==> src/hdl/clock_divider_delay_pkg.sv <==
package clock_divider_delay_pkg;

   // ----------------------------------------
   // Sizes
   // ----------------------------------------
   localparam int NUM_PAIRS = 3;
   localparam int DIV_W = 10;
   localparam int SDIV_W = 13;
   localparam int STEP_W = 8;

   // ----------------------------------------
   // Register offsets (byte addresses)
   // ----------------------------------------
   localparam logic [7:0] REG_CTRL = 8'h00;
   localparam logic [7:0] REG_STEP = 8'h04;
   localparam logic [7:0] REG_SYSREF_DIVIDE_VALUE = 8'h08;
   localparam logic [7:0] REG_SYSREF_DLY = 8'h0c;
   localparam logic [7:0] REG_STATUS = 8'h10;
   localparam logic [7:0] REG_PAIR_BASE = 8'h20;
   localparam logic [7:0] REG_PAIR_STRIDE = 8'h04;

   // ----------------------------------------
   // Control register fields
   // ----------------------------------------
   localparam int CTRL_SYNC_TRIGGER_POLARITY = 0;
   localparam int CTRL_SYSREF_DYN_EN = 1;
   localparam int CTRL_SYSREF_RESYNC_BLK = 2;
   localparam int CTRL_INCLK_FORCE = 3;

   // ----------------------------------------
   // Pair register fields
   // ----------------------------------------
   localparam int PAIR_DIV_LSB = 0;
   localparam int PAIR_DLY_LSB = 10;
   localparam int PAIR_PD = 20;
   localparam int PAIR_BLK = 21;
   localparam int PAIR_DYN_EN = 22;

   // ----------------------------------------
   // Reset values
   // ----------------------------------------
   localparam logic [DIV_W-1:0] RST_DIV = 10'h008;
   localparam logic [DIV_W-1:0] RST_DLY = 10'h008;
   localparam logic [SDIV_W-1:0] RST_SDIV = 13'h012c;
   localparam logic [SDIV_W-1:0] RST_SDLY = 13'h0008;

endpackage : clock_divider_delay_pkg

==> src/hdl/phase_divider.sv <==
`timescale 1ns/1ps
// Divider whose period can be replaced by a one-shot alternate count
module phase_divider
   import clock_divider_delay_pkg::*;
#(
   parameter int W = 10
)
(
   input wire logic clk_sys,
   input wire logic sys_rst,
   input wire logic [W-1:0] divideValue,
   input wire logic [W-1:0] loadValue,
   input wire logic load,
   input wire logic useAlt,
   input wire logic [W-1:0] altValue,
   output logic altTaken,
   output logic clkOut
);
   logic [W-1:0] count;
   logic [W-1:0] period;

   always_ff @(posedge clk_sys)
   begin
      if (sys_rst)
      begin
         count <= '0;
         period <= '0;
         clkOut <= 1'b0;
         altTaken <= 1'b0;
      end
      else
      begin
         altTaken <= 1'b0;
         if (load)
         begin
            count <= loadValue;
            period <= loadValue;
            clkOut <= 1'b0;
         end
         else if (count <= 1)
         begin
            period <= useAlt ? altValue : divideValue;
            count <= useAlt ? altValue : divideValue;
            altTaken <= useAlt;
            clkOut <= 1'b1;
         end
         else
         begin
            count <= count - 1'b1;
            if (count <= (period >> 1))
               clkOut <= 1'b0;
         end
      end
   end
endmodule : phase_divider

==> src/hdl/clock_divider_digital_delay.sv <==
// Chosen here: the plain strobed port and the placing of the registers.
`timescale 1ns/1ps
// What this block does
// - Fixed delay loads only on unblocked outputs at the falling edge of an asserted-then-released sync.
// - After sync a pair's delay circuit may be powered down and its applied phase stays.
// - Each enabled device-clock divider uses divide plus one for one period, step-count times.
// - SYSREF adjust uses the global delay minus half the divide as alternate count; divide*1.5+1 shifts one cycle.
// - A larger alternate value delays the adjusted output, a smaller one advances it.
// - Writing step count N adds N cycles of delay on enabled device clocks without touching others; SYSREF shifts per its alternate count.
module clock_divider_digital_delay
   import clock_divider_delay_pkg::*;
(
   input wire logic clk_sys,
   input wire logic sys_rst,
   input wire logic syncPin,
   input wire logic [7:0] regAddr,
   input wire logic [31:0] regWrData,
   input wire logic regWrite,
   input wire logic regRead,
   output logic [31:0] regRdData,
   output logic [NUM_PAIRS-1:0] deviceClock,
   output logic sysrefClock,
   output logic adjustBusy
);

   // ----------------------------------------
   // Registers
   // ----------------------------------------
   logic syncTriggerPolarity;
   logic sysrefDynamicAdjustEnable;
   logic sysrefResyncBlock;
   logic inputClockForce;
   logic [SDIV_W-1:0] sysrefDivideValue;
   logic [SDIV_W-1:0] sysrefGlobalDelayValue;
   logic [STEP_W-1:0] dynamicAdjustStepCount;
   logic [DIV_W-1:0] pairDivider [NUM_PAIRS];
   logic [DIV_W-1:0] pairFixedDelay [NUM_PAIRS];
   logic [NUM_PAIRS-1:0] pairDelayPowerdown;
   logic [NUM_PAIRS-1:0] outputResyncBlock;
   logic [NUM_PAIRS-1:0] outputDynamicAdjustEnable;
   logic stepWrite;
   logic [NUM_PAIRS-1:0] pairSel;
   logic [NUM_PAIRS-1:0] delayApplied;

   assign stepWrite = regWrite && regAddr == REG_STEP;

   always_ff @(posedge clk_sys)
   begin
      if (sys_rst)
      begin
         syncTriggerPolarity <= 1'b0;
         sysrefDynamicAdjustEnable <= 1'b0;
         sysrefResyncBlock <= 1'b0;
         inputClockForce <= 1'b0;
         sysrefDivideValue <= RST_SDIV;
         sysrefGlobalDelayValue <= RST_SDLY;
         dynamicAdjustStepCount <= '0;
      end
      else if (regWrite)
      begin
         unique case (regAddr)
            REG_CTRL:
            begin
               syncTriggerPolarity <= regWrData[CTRL_SYNC_TRIGGER_POLARITY];
               sysrefDynamicAdjustEnable <= regWrData[CTRL_SYSREF_DYN_EN];
               sysrefResyncBlock <= regWrData[CTRL_SYSREF_RESYNC_BLK];
               inputClockForce <= regWrData[CTRL_INCLK_FORCE];
            end
            REG_STEP: dynamicAdjustStepCount <= regWrData[STEP_W-1:0];
            REG_SYSREF_DIVIDE_VALUE: sysrefDivideValue <= regWrData[SDIV_W-1:0];
            REG_SYSREF_DLY: sysrefGlobalDelayValue <= regWrData[SDIV_W-1:0];
            default:
            begin
            end
         endcase
      end
   end

   // ----------------------------------------
   // Sync event detection
   // ----------------------------------------
   logic syncMeta;
   logic syncSafe;
   logic syncLevel;
   logic syncLevelQ;
   logic syncEvent;

   always_ff @(posedge clk_sys)
   begin
      if (sys_rst)
      begin
         syncMeta <= 1'b0;
         syncSafe <= 1'b0;
         syncLevelQ <= 1'b0;
      end
      else
      begin
         syncMeta <= syncPin;
         syncSafe <= syncMeta;
         syncLevelQ <= syncLevel;
      end
   end

   assign syncLevel = syncSafe ^ syncTriggerPolarity;
   assign syncEvent = syncLevelQ && !syncLevel;

   // ----------------------------------------
   // Dynamic adjust engine
   // ----------------------------------------
   logic [STEP_W-1:0] pendingSteps [NUM_PAIRS+1];
   logic [NUM_PAIRS:0] altTaken;
   logic [NUM_PAIRS:0] busyVec;

   genvar g;
   generate
      for (g = 0; g <= NUM_PAIRS; g++)
      begin : gen_step
         logic enabled;
         if (g < NUM_PAIRS)
         begin : gen_dev
            assign enabled = outputDynamicAdjustEnable[g];
         end
         else
         begin : gen_sys
            assign enabled = sysrefDynamicAdjustEnable;
         end
         always_ff @(posedge clk_sys)
         begin
            if (sys_rst)
               pendingSteps[g] <= '0;
            else if (stepWrite)
               pendingSteps[g] <= enabled ? regWrData[STEP_W-1:0] : '0;
            else if (altTaken[g] && pendingSteps[g] != 0)
               pendingSteps[g] <= pendingSteps[g] - 1'b1;
         end
         assign busyVec[g] = pendingSteps[g] != 0;
      end
   endgenerate

   always_ff @(posedge clk_sys)
   begin
      if (sys_rst)
         adjustBusy <= 1'b0;
      else
         adjustBusy <= |busyVec;
   end

   // ----------------------------------------
   // Device clock pairs
   // ----------------------------------------
   generate
      for (g = 0; g < NUM_PAIRS; g++)
      begin : gen_pair
         logic loadPair;
         logic clkRaw;
         assign pairSel[g] = regAddr == REG_PAIR_BASE + REG_PAIR_STRIDE * 8'(g);
         // Load only with delay circuit powered and resync not blocked
         assign loadPair = syncEvent && !outputResyncBlock[g] && !pairDelayPowerdown[g];
         always_ff @(posedge clk_sys)
         begin
            if (sys_rst)
            begin
               pairDivider[g] <= RST_DIV;
               pairFixedDelay[g] <= RST_DLY;
               pairDelayPowerdown[g] <= 1'b1;
               outputResyncBlock[g] <= 1'b0;
               outputDynamicAdjustEnable[g] <= 1'b0;
               delayApplied[g] <= 1'b0;
               deviceClock[g] <= 1'b0;
            end
            else
            begin
               if (regWrite && pairSel[g])
               begin
                  pairDivider[g] <= regWrData[PAIR_DIV_LSB +: DIV_W];
                  pairFixedDelay[g] <= regWrData[PAIR_DLY_LSB +: DIV_W];
                  pairDelayPowerdown[g] <= regWrData[PAIR_PD];
                  outputResyncBlock[g] <= regWrData[PAIR_BLK];
                  outputDynamicAdjustEnable[g] <= regWrData[PAIR_DYN_EN];
               end
               if (loadPair)
                  delayApplied[g] <= 1'b1;
               deviceClock[g] <= clkRaw;
            end
         end
         // Alternate value is divide plus one; phase persists after power-down
         phase_divider #(.W(DIV_W)) u_div
         (
            .clk_sys(clk_sys),
            .sys_rst(sys_rst),
            .divideValue(pairDivider[g]),
            .loadValue(pairFixedDelay[g]),
            .load(loadPair),
            .useAlt(pendingSteps[g] != 0),
            .altValue(pairDivider[g] + 1'b1),
            .altTaken(altTaken[g]),
            .clkOut(clkRaw)
         );
      end
   endgenerate

   // ----------------------------------------
   // SYSREF divider
   // ----------------------------------------
   logic sysrefRaw;

   phase_divider #(.W(SDIV_W)) u_sysref
   (
      .clk_sys(clk_sys),
      .sys_rst(sys_rst),
      .divideValue(sysrefDivideValue),
      .loadValue(sysrefGlobalDelayValue),
      .load(syncEvent && !sysrefResyncBlock),
      .useAlt(pendingSteps[NUM_PAIRS] != 0),
      // Global delay counts divide plus half divide, so the half is taken off
      .altValue(sysrefGlobalDelayValue - (sysrefDivideValue >> 1)),
      .altTaken(altTaken[NUM_PAIRS]),
      .clkOut(sysrefRaw)
   );

   always_ff @(posedge clk_sys)
   begin
      if (sys_rst)
         sysrefClock <= 1'b0;
      else
         sysrefClock <= sysrefRaw;
   end

   // ----------------------------------------
   // Read port
   // ----------------------------------------
   logic [31:0] next_regRdData;
   integer i;

   always_comb
   begin
      next_regRdData = 32'h00000000;
      unique case (regAddr)
         REG_CTRL: next_regRdData = {28'h0000000, inputClockForce, sysrefResyncBlock,
                                     sysrefDynamicAdjustEnable, syncTriggerPolarity};
         REG_STEP: next_regRdData = {24'h000000, dynamicAdjustStepCount};
         REG_SYSREF_DIVIDE_VALUE: next_regRdData = {19'h00000, sysrefDivideValue};
         REG_SYSREF_DLY: next_regRdData = {19'h00000, sysrefGlobalDelayValue};
         REG_STATUS: next_regRdData = {28'h0000000, delayApplied, adjustBusy};
         default:
         begin
            for (i = 0; i < NUM_PAIRS; i++)
               if (pairSel[i])
                  next_regRdData = {9'h000, outputDynamicAdjustEnable[i],
                                    outputResyncBlock[i], pairDelayPowerdown[i],
                                    pairFixedDelay[i], pairDivider[i]};
         end
      endcase
   end

   always_ff @(posedge clk_sys)
   begin
      if (sys_rst)
         regRdData <= 32'h00000000;
      else if (regRead)
         regRdData <= next_regRdData;
      else
         regRdData <= 32'h00000000;
   end
endmodule : clock_divider_digital_delay

==> config.mk <==
export PLATFORM = sky130hd
export DESIGN_NAME = clock_divider_digital_delay
export DESIGN_NICKNAME = d
export VERILOG_FILES = /design/src/hdl/clock_divider_delay_pkg.sv /design/src/hdl/phase_divider.sv /design/src/hdl/clock_divider_digital_delay.sv
export SDC_FILE = /design/constraint.sdc
export NUM_CORES = 1
export LEC_CHECK = 0
export ABC_CLOCK_PERIOD_IN_PS = 3600
export BUFFER_PORTS_ARGS = -buffer_cell sky130_fd_sc_hd__buf_2
export CORE_ASPECT_RATIO = 1.1
export CORE_MARGIN = 5
export CORE_UTILIZATION = 34
export DETAILED_ROUTE_END_ITERATION = 6
export MAX_ROUTING_LAYER = met4
export PLACE_DENSITY = 0.6
export SKIP_CTS_REPAIR_TIMING = 1
export SLEW_MARGIN = 40
export SYNTH_ARGS = -nofsm -noshare
export SYNTH_HDL_FRONTEND = slang
export SYNTH_SLANG_ARGS = --single-unit
==> constraint.sdc <==
create_clock -name clk_sys -period 3.6 [get_ports clk_sys]
set_input_delay 0.72 -clock clk_sys [delete_from_list [all_inputs] [get_ports clk_sys]]
set_output_delay 0.72 -clock clk_sys [all_outputs]
set_load 0.05 [all_outputs]
### Word-level counts from Yosys, hierarchy flattened

Memory sizes are Yosys's and may differ from the RTL's.
Cells that the tools add are included.

* add/subtract/negate cells: 12
* order comparisons: 8
* equality and inequality tests: 7
* multiplexer cells: 80
* bitwise logic cells: 20
* reductions and logical operators: 51

Operators with widths (number)
* 10-bit two-way mux: 21
* 32-bit one-hot mux with 5 select lines: 1
* 8-bit two-way mux: 12
* 13-bit two-way mux: 5
* 32-bit two-way mux: 2
* 1-bit two-way mux: 38
* 8-bit nonzero test: 4
* 8-bit by 1-bit subtractor with 8-bit output (second input constant): 4
* 10-bit by 1-bit adder with 10-bit output (second input constant): 3
* 10-bit by 1-bit less-or-equal comparator with 1-bit output (second input constant): 3
* 10-bit by 9-bit less-or-equal comparator with 1-bit output: 3
* 10-bit by 1-bit subtractor with 10-bit output (second input constant): 3
* 8-bit by 6-bit == test with 1-bit output (second input constant): 3
* 23-bit two-way mux: 1
* 8-bit by 4-bit == test with 1-bit output (second input constant): 2
* 1-bit logical AND: 16
* 2-bit nonzero test: 8
* 1-bit bitwise OR: 14
* 13-bit by 1-bit less-or-equal comparator with 1-bit output (second input constant): 1
* 13-bit by 12-bit less-or-equal comparator with 1-bit output: 1
* 13-bit by 1-bit subtractor with 13-bit output (second input constant): 1
* 13-bit by 12-bit subtractor with 13-bit output: 1
* 3-bit OR reduction: 4
* 2-bit OR reduction: 5
* 8 further kinds: 22

* register bits: 184
* memory bits (writable): 92
* bits of input ports: 45
* output and inout bits: 37
* word-level logic and storage cells: 225
* memories kept: 3

Memories
* pendingSteps: depth 4, width 8, rd ports 4, clocked after Yosys merged registers in 0, wr ports 4, line clock_divider_digital_delay.sv:110 `logic [STEP_W-1:0] pendingSteps [NUM_PAIRS+1];`
* pairDivider: depth 3, width 10, rd ports 3, clocked after Yosys merged registers in 0, wr ports 3, line clock_divider_digital_delay.sv:36 `logic [DIV_W-1:0] pairDivider [NUM_PAIRS];`
* pairFixedDelay: depth 3, width 10, rd ports 3, clocked after Yosys merged registers in 0, wr ports 3, line clock_divider_digital_delay.sv:37 `logic [DIV_W-1:0] pairFixedDelay [NUM_PAIRS];`

### Longest topological paths before layout

An unclocked memory read counts as a cell.

* depth in word-level cells: 8
* depth in mapped cells: 10
* mapped depth without buffers: 10

### Hierarchy

A second synthesis with hierarchy kept.

* cells, all modules: 1613
* area, all modules: 14810.5 µm²

By module, submodules not included
* clock_divider_digital_delay: instances 1, cells an instance 899, area each 8799.7 µm², seq. area each 4384.2 µm²
* phase_divider (gen_pair[1].u_div ...): instances 2, cells an instance 166, area each 1411.4 µm², seq. area each 420.4 µm²
* phase_divider (u_sysref): instances 1, cells an instance 217, area each 1819.2 µm², seq. area each 540.5 µm²
* phase_divider (gen_pair[0].u_div): instances 1, cells an instance 165, area each 1368.8 µm², seq. area each 420.4 µm²

### Worst setup path after synthesis

Ideal clock, no wire load.

* kind: input port to flip-flop
* from: input regAddr[2]
* to: memory pairDivider[2][0], enable pin
* setup time: 0.376 ns
* arrival: 2.151 ns
* data required time: 3.224 ns
* slack: 1.074 ns
* cell stages on the path: 5
* buffers on the path: 2
* cells stage by stage: clkbuf_1 -> buf_2 -> nor3_1 -> a21oi_1 -> inv_1

RTL lines
* start: declaration: line clock_divider_digital_delay.sv:16 `input wire logic [7:0] regAddr,`
* end: declaration: line clock_divider_digital_delay.sv:36

==> impl_results.md <==
- Worst Hold Class: primary input to register
- P_sw: 0.00346 W
- Largest net degree at the start of global routing: 51
- Hold Path Cell Cnt: 2
- Drt total wl: 38,000 um
- Port Buffers: 63
- CTS Sinks: 263
- CP Class: register to register
- FFs w/ async S/R, synth: 0%
- P_int: 0.00673 W
- Post-Synthesis Cells: 1,486
- Die Y-Extent: 220 um
- Clock buffer depth: 3
- FP Rows: 77
- Hpwl dp: 27,700 um
- Worst Tran Pin Value: 728 ps
- DR DRC count: 0
- Clock Skews: 9.31 ps
- Initial antenna violation count: 3
- Top-count cell post-synth: nand2_1
- GRT met2 Usage: 30.0%
- DIE AREA: 44,200 sq um
- First-pass GRT wire length: 60,100 um
- Io pins: 82
- Most crowded layer after global routing: met2
- Drt pass-1 iters: 5
- Initial Util: 34.1%
- Vias in the first global route: 10,800
- CTS tree: built
- Syn Std Cell Area: 13,600 sq um
- Pwr/cell area: 658 nW/um^2
- Synth top area share: 25.1%
- H-tree depth reported by CTS: 1
- Commonest cells post-synth: nand2_1 (179), dfxtp_1 (171), nor2_1 (123)
- Clk_lat worst skew: 570 ps
- Crit path time final: 2820 ps
- Slew margin rel.: 51.2%
- Period utilization: 78.3%
- Initial DRC count: 855
- Core area: 39,900 sq um
- Nets: 1,648
- Chip Width: 201 um
- Crit start category: register
- Peak VDD IR: 0.000297 V
- Reg2Reg Depth: 6
- Top area cells in the synthesized netlist: dfxtp_1 (25%), edfxtp_1 (20%), ha_1 (6.1%)
- Lkg Pwr: 6.27 nW
- Grt total ovfl: 0
- Max-Cap Viols: 0
- Hold Violations, Final: 0
- Setup_tns: 0 ps
- Achievable Freq: 355 MHz
- Kind of end point of the critical path: register
- Status: finished, final reports clean
- Yosys cell types: 80
- Yosys reg bits: 263
- Cell accounting for the most synthesized area: dfxtp_1
- Setup-failing EPs final: 0
- YS warnings: 0
- Unrepaired setup endpoints after global routing: false
- Met1 Resource Use GR: 21.2%
- Critical Path RT: 3840 ps
- Comb pwr share: 30.0%
- Post-synth EDFFs: 92
- Clock share of power: 30.9%
- Ys flop type: dfxtp_1
- Num CTS Buffers: 30
- Met3 Usage GRT: 2.22%
- Synth-to-Final Area Change: 13.8%
- Routed len/inst: 18.3 um
- Routability congestion estimate from global placement: 0.890
- Setup WS pre-CTS: 619 ps
- GRT Util Overall: 17.3%
- CTS root buffer: clkbuf_16
- Reg clk slew, reported paths: 60 ps
- Vias: 10,900
- Arrival time worst endpoint: 3060 ps
- Sequential power share: 39.1%
- Post-Syn Area per Cell: 9.17 sq um
- Sw Share: 34.0%
- Final setup margin: 783 ps
- Post-DR vias/cell: 5.26
- Crit path max fanout: 9
- Layout cell share with drive strength beyond 1: 11.0%
- DRT antenna net count: 0
- Post-synthesis sequential area ratio: 45.4%
- Slew Limit Fails: 0
==> logic make-up (layout without fill, tap and decap cells) <==
family	after synthesis	after routing	synth area share [%]
other cells	1	13	0.0275
compound gates	353	353	16.0
mux	29	29	2.50
simple gates	530	530	19.3
buf+inv	155	221	4.83
xor+xnor	88	88	5.66
fa+ha+maj	67	67	6.21
flops	263	263	45.4
==> layout by cell type, fill, tap and decap left out, types with 25 or more instances in the layout <==
| cell type | count |
|---|---|
| a21oi_1 | 114 |
| a22oi_1 | 32 |
| and3_1 | 66 |
| buf_2 | 62 |
| clkbuf_16 | 31 |
| dfxtp_1 | 171 |
| edfxtp_1 | 92 |
| ha_1 | 66 |
| inv_1 | 78 |
| mux2i_1 | 25 |
| nand2_1 | 179 |
| nor2_1 | 121 |
| nor3_1 | 29 |
| o21ai_0 | 90 |
| xnor2_1 | 48 |
| xor2_1 | 40 |
==> through the flow <==
stage	total power, W	utilization (%)	hold WS (ps)	cell area (sq um)	cells
6_report	0.0102	38.9	362	15500	2077
3_5_place_dp	0.00707	36.3	437	14500	2017
5_1_grt	0.0109	38.9	379	15500	2076
4_1_cts	0.0103	38.8	340	15500	2073
3_3_place_gp	0.00700	36.3	430	14500	2017
2_1_floorplan	0.00633	-	414	13700	1494
==> routing by layer <==
layer	wire [um]	share of wire [%]
met4	1000	2.6
met3	1870	4.9
met1	16100	42
met2	19000	50
met5	0	0
==> power by group through the flow <==
stage	Sequential, W	Combinational [W]	Clock [W]
floorplan	0.00395	0.00238	0
global placement	0.00403	0.00297	0
detailed placement	0.00405	0.00302	0
CTS	0.00399	0.00306	0.00323
global route	0.00406	0.00349	0.00336
finish	0.00399	0.00305	0.00315
==> worst max-delay path, cell delays in order (launching register included) <==
cell,delay (ps)
edfxtp_1,430
inv_1,80
ha_1,220
nor4b_1,520
nand3_1,520
nand3_1,420
nand2_1,300
==> registers in the layout, indices dropped and copies added (netlist names), 3 cells and up <==
name and count:
sysrefGlobalDelayValue 13, pendingSteps 32, outputResyncBlock 3, pairFixedDelay 30
regRdData 23, deviceClock 3, pairDelayPowerdown 3, pairDivider 30
delayApplied 3, gen_pair.u_div.clkOut 3, gen_pair.u_div.altTaken 3, dynamicAdjustStepCount 8
sysrefDivideValue 13, u_sysref.period 12, u_sysref.count 13, gen_pair.u_div.period 27
gen_pair.u_div.count 30, gen_step.enabled 4
==> layout make-up <==
| cell class | count | area (sq um) |
|---|---|---|
| fill | 4035 | 24400 |
| multi-input combinational | 1076 | 6840 |
| sequential | 263 | 6190 |
| clock buffer | 33 | 783 |
| tap | 513 | 642 |
| timing repair buffer | 87 | 510 |
| inverter | 78 | 293 |
| clock inverter | 23 | 238 |
| antenna | 4 | 10.0 |
==> final timing paths <==
kind                            from            endpoint  slack, ps
setup reg to reg  pendingSteps[2][0]  pendingSteps[2][3]        780
hold / removal               syncPin            syncMeta        360
hold reg to reg             syncMeta            syncSafe        450
setup / recovery  pendingSteps[2][0]  pendingSteps[2][3]        780
(Power assumes the default switching activity.)
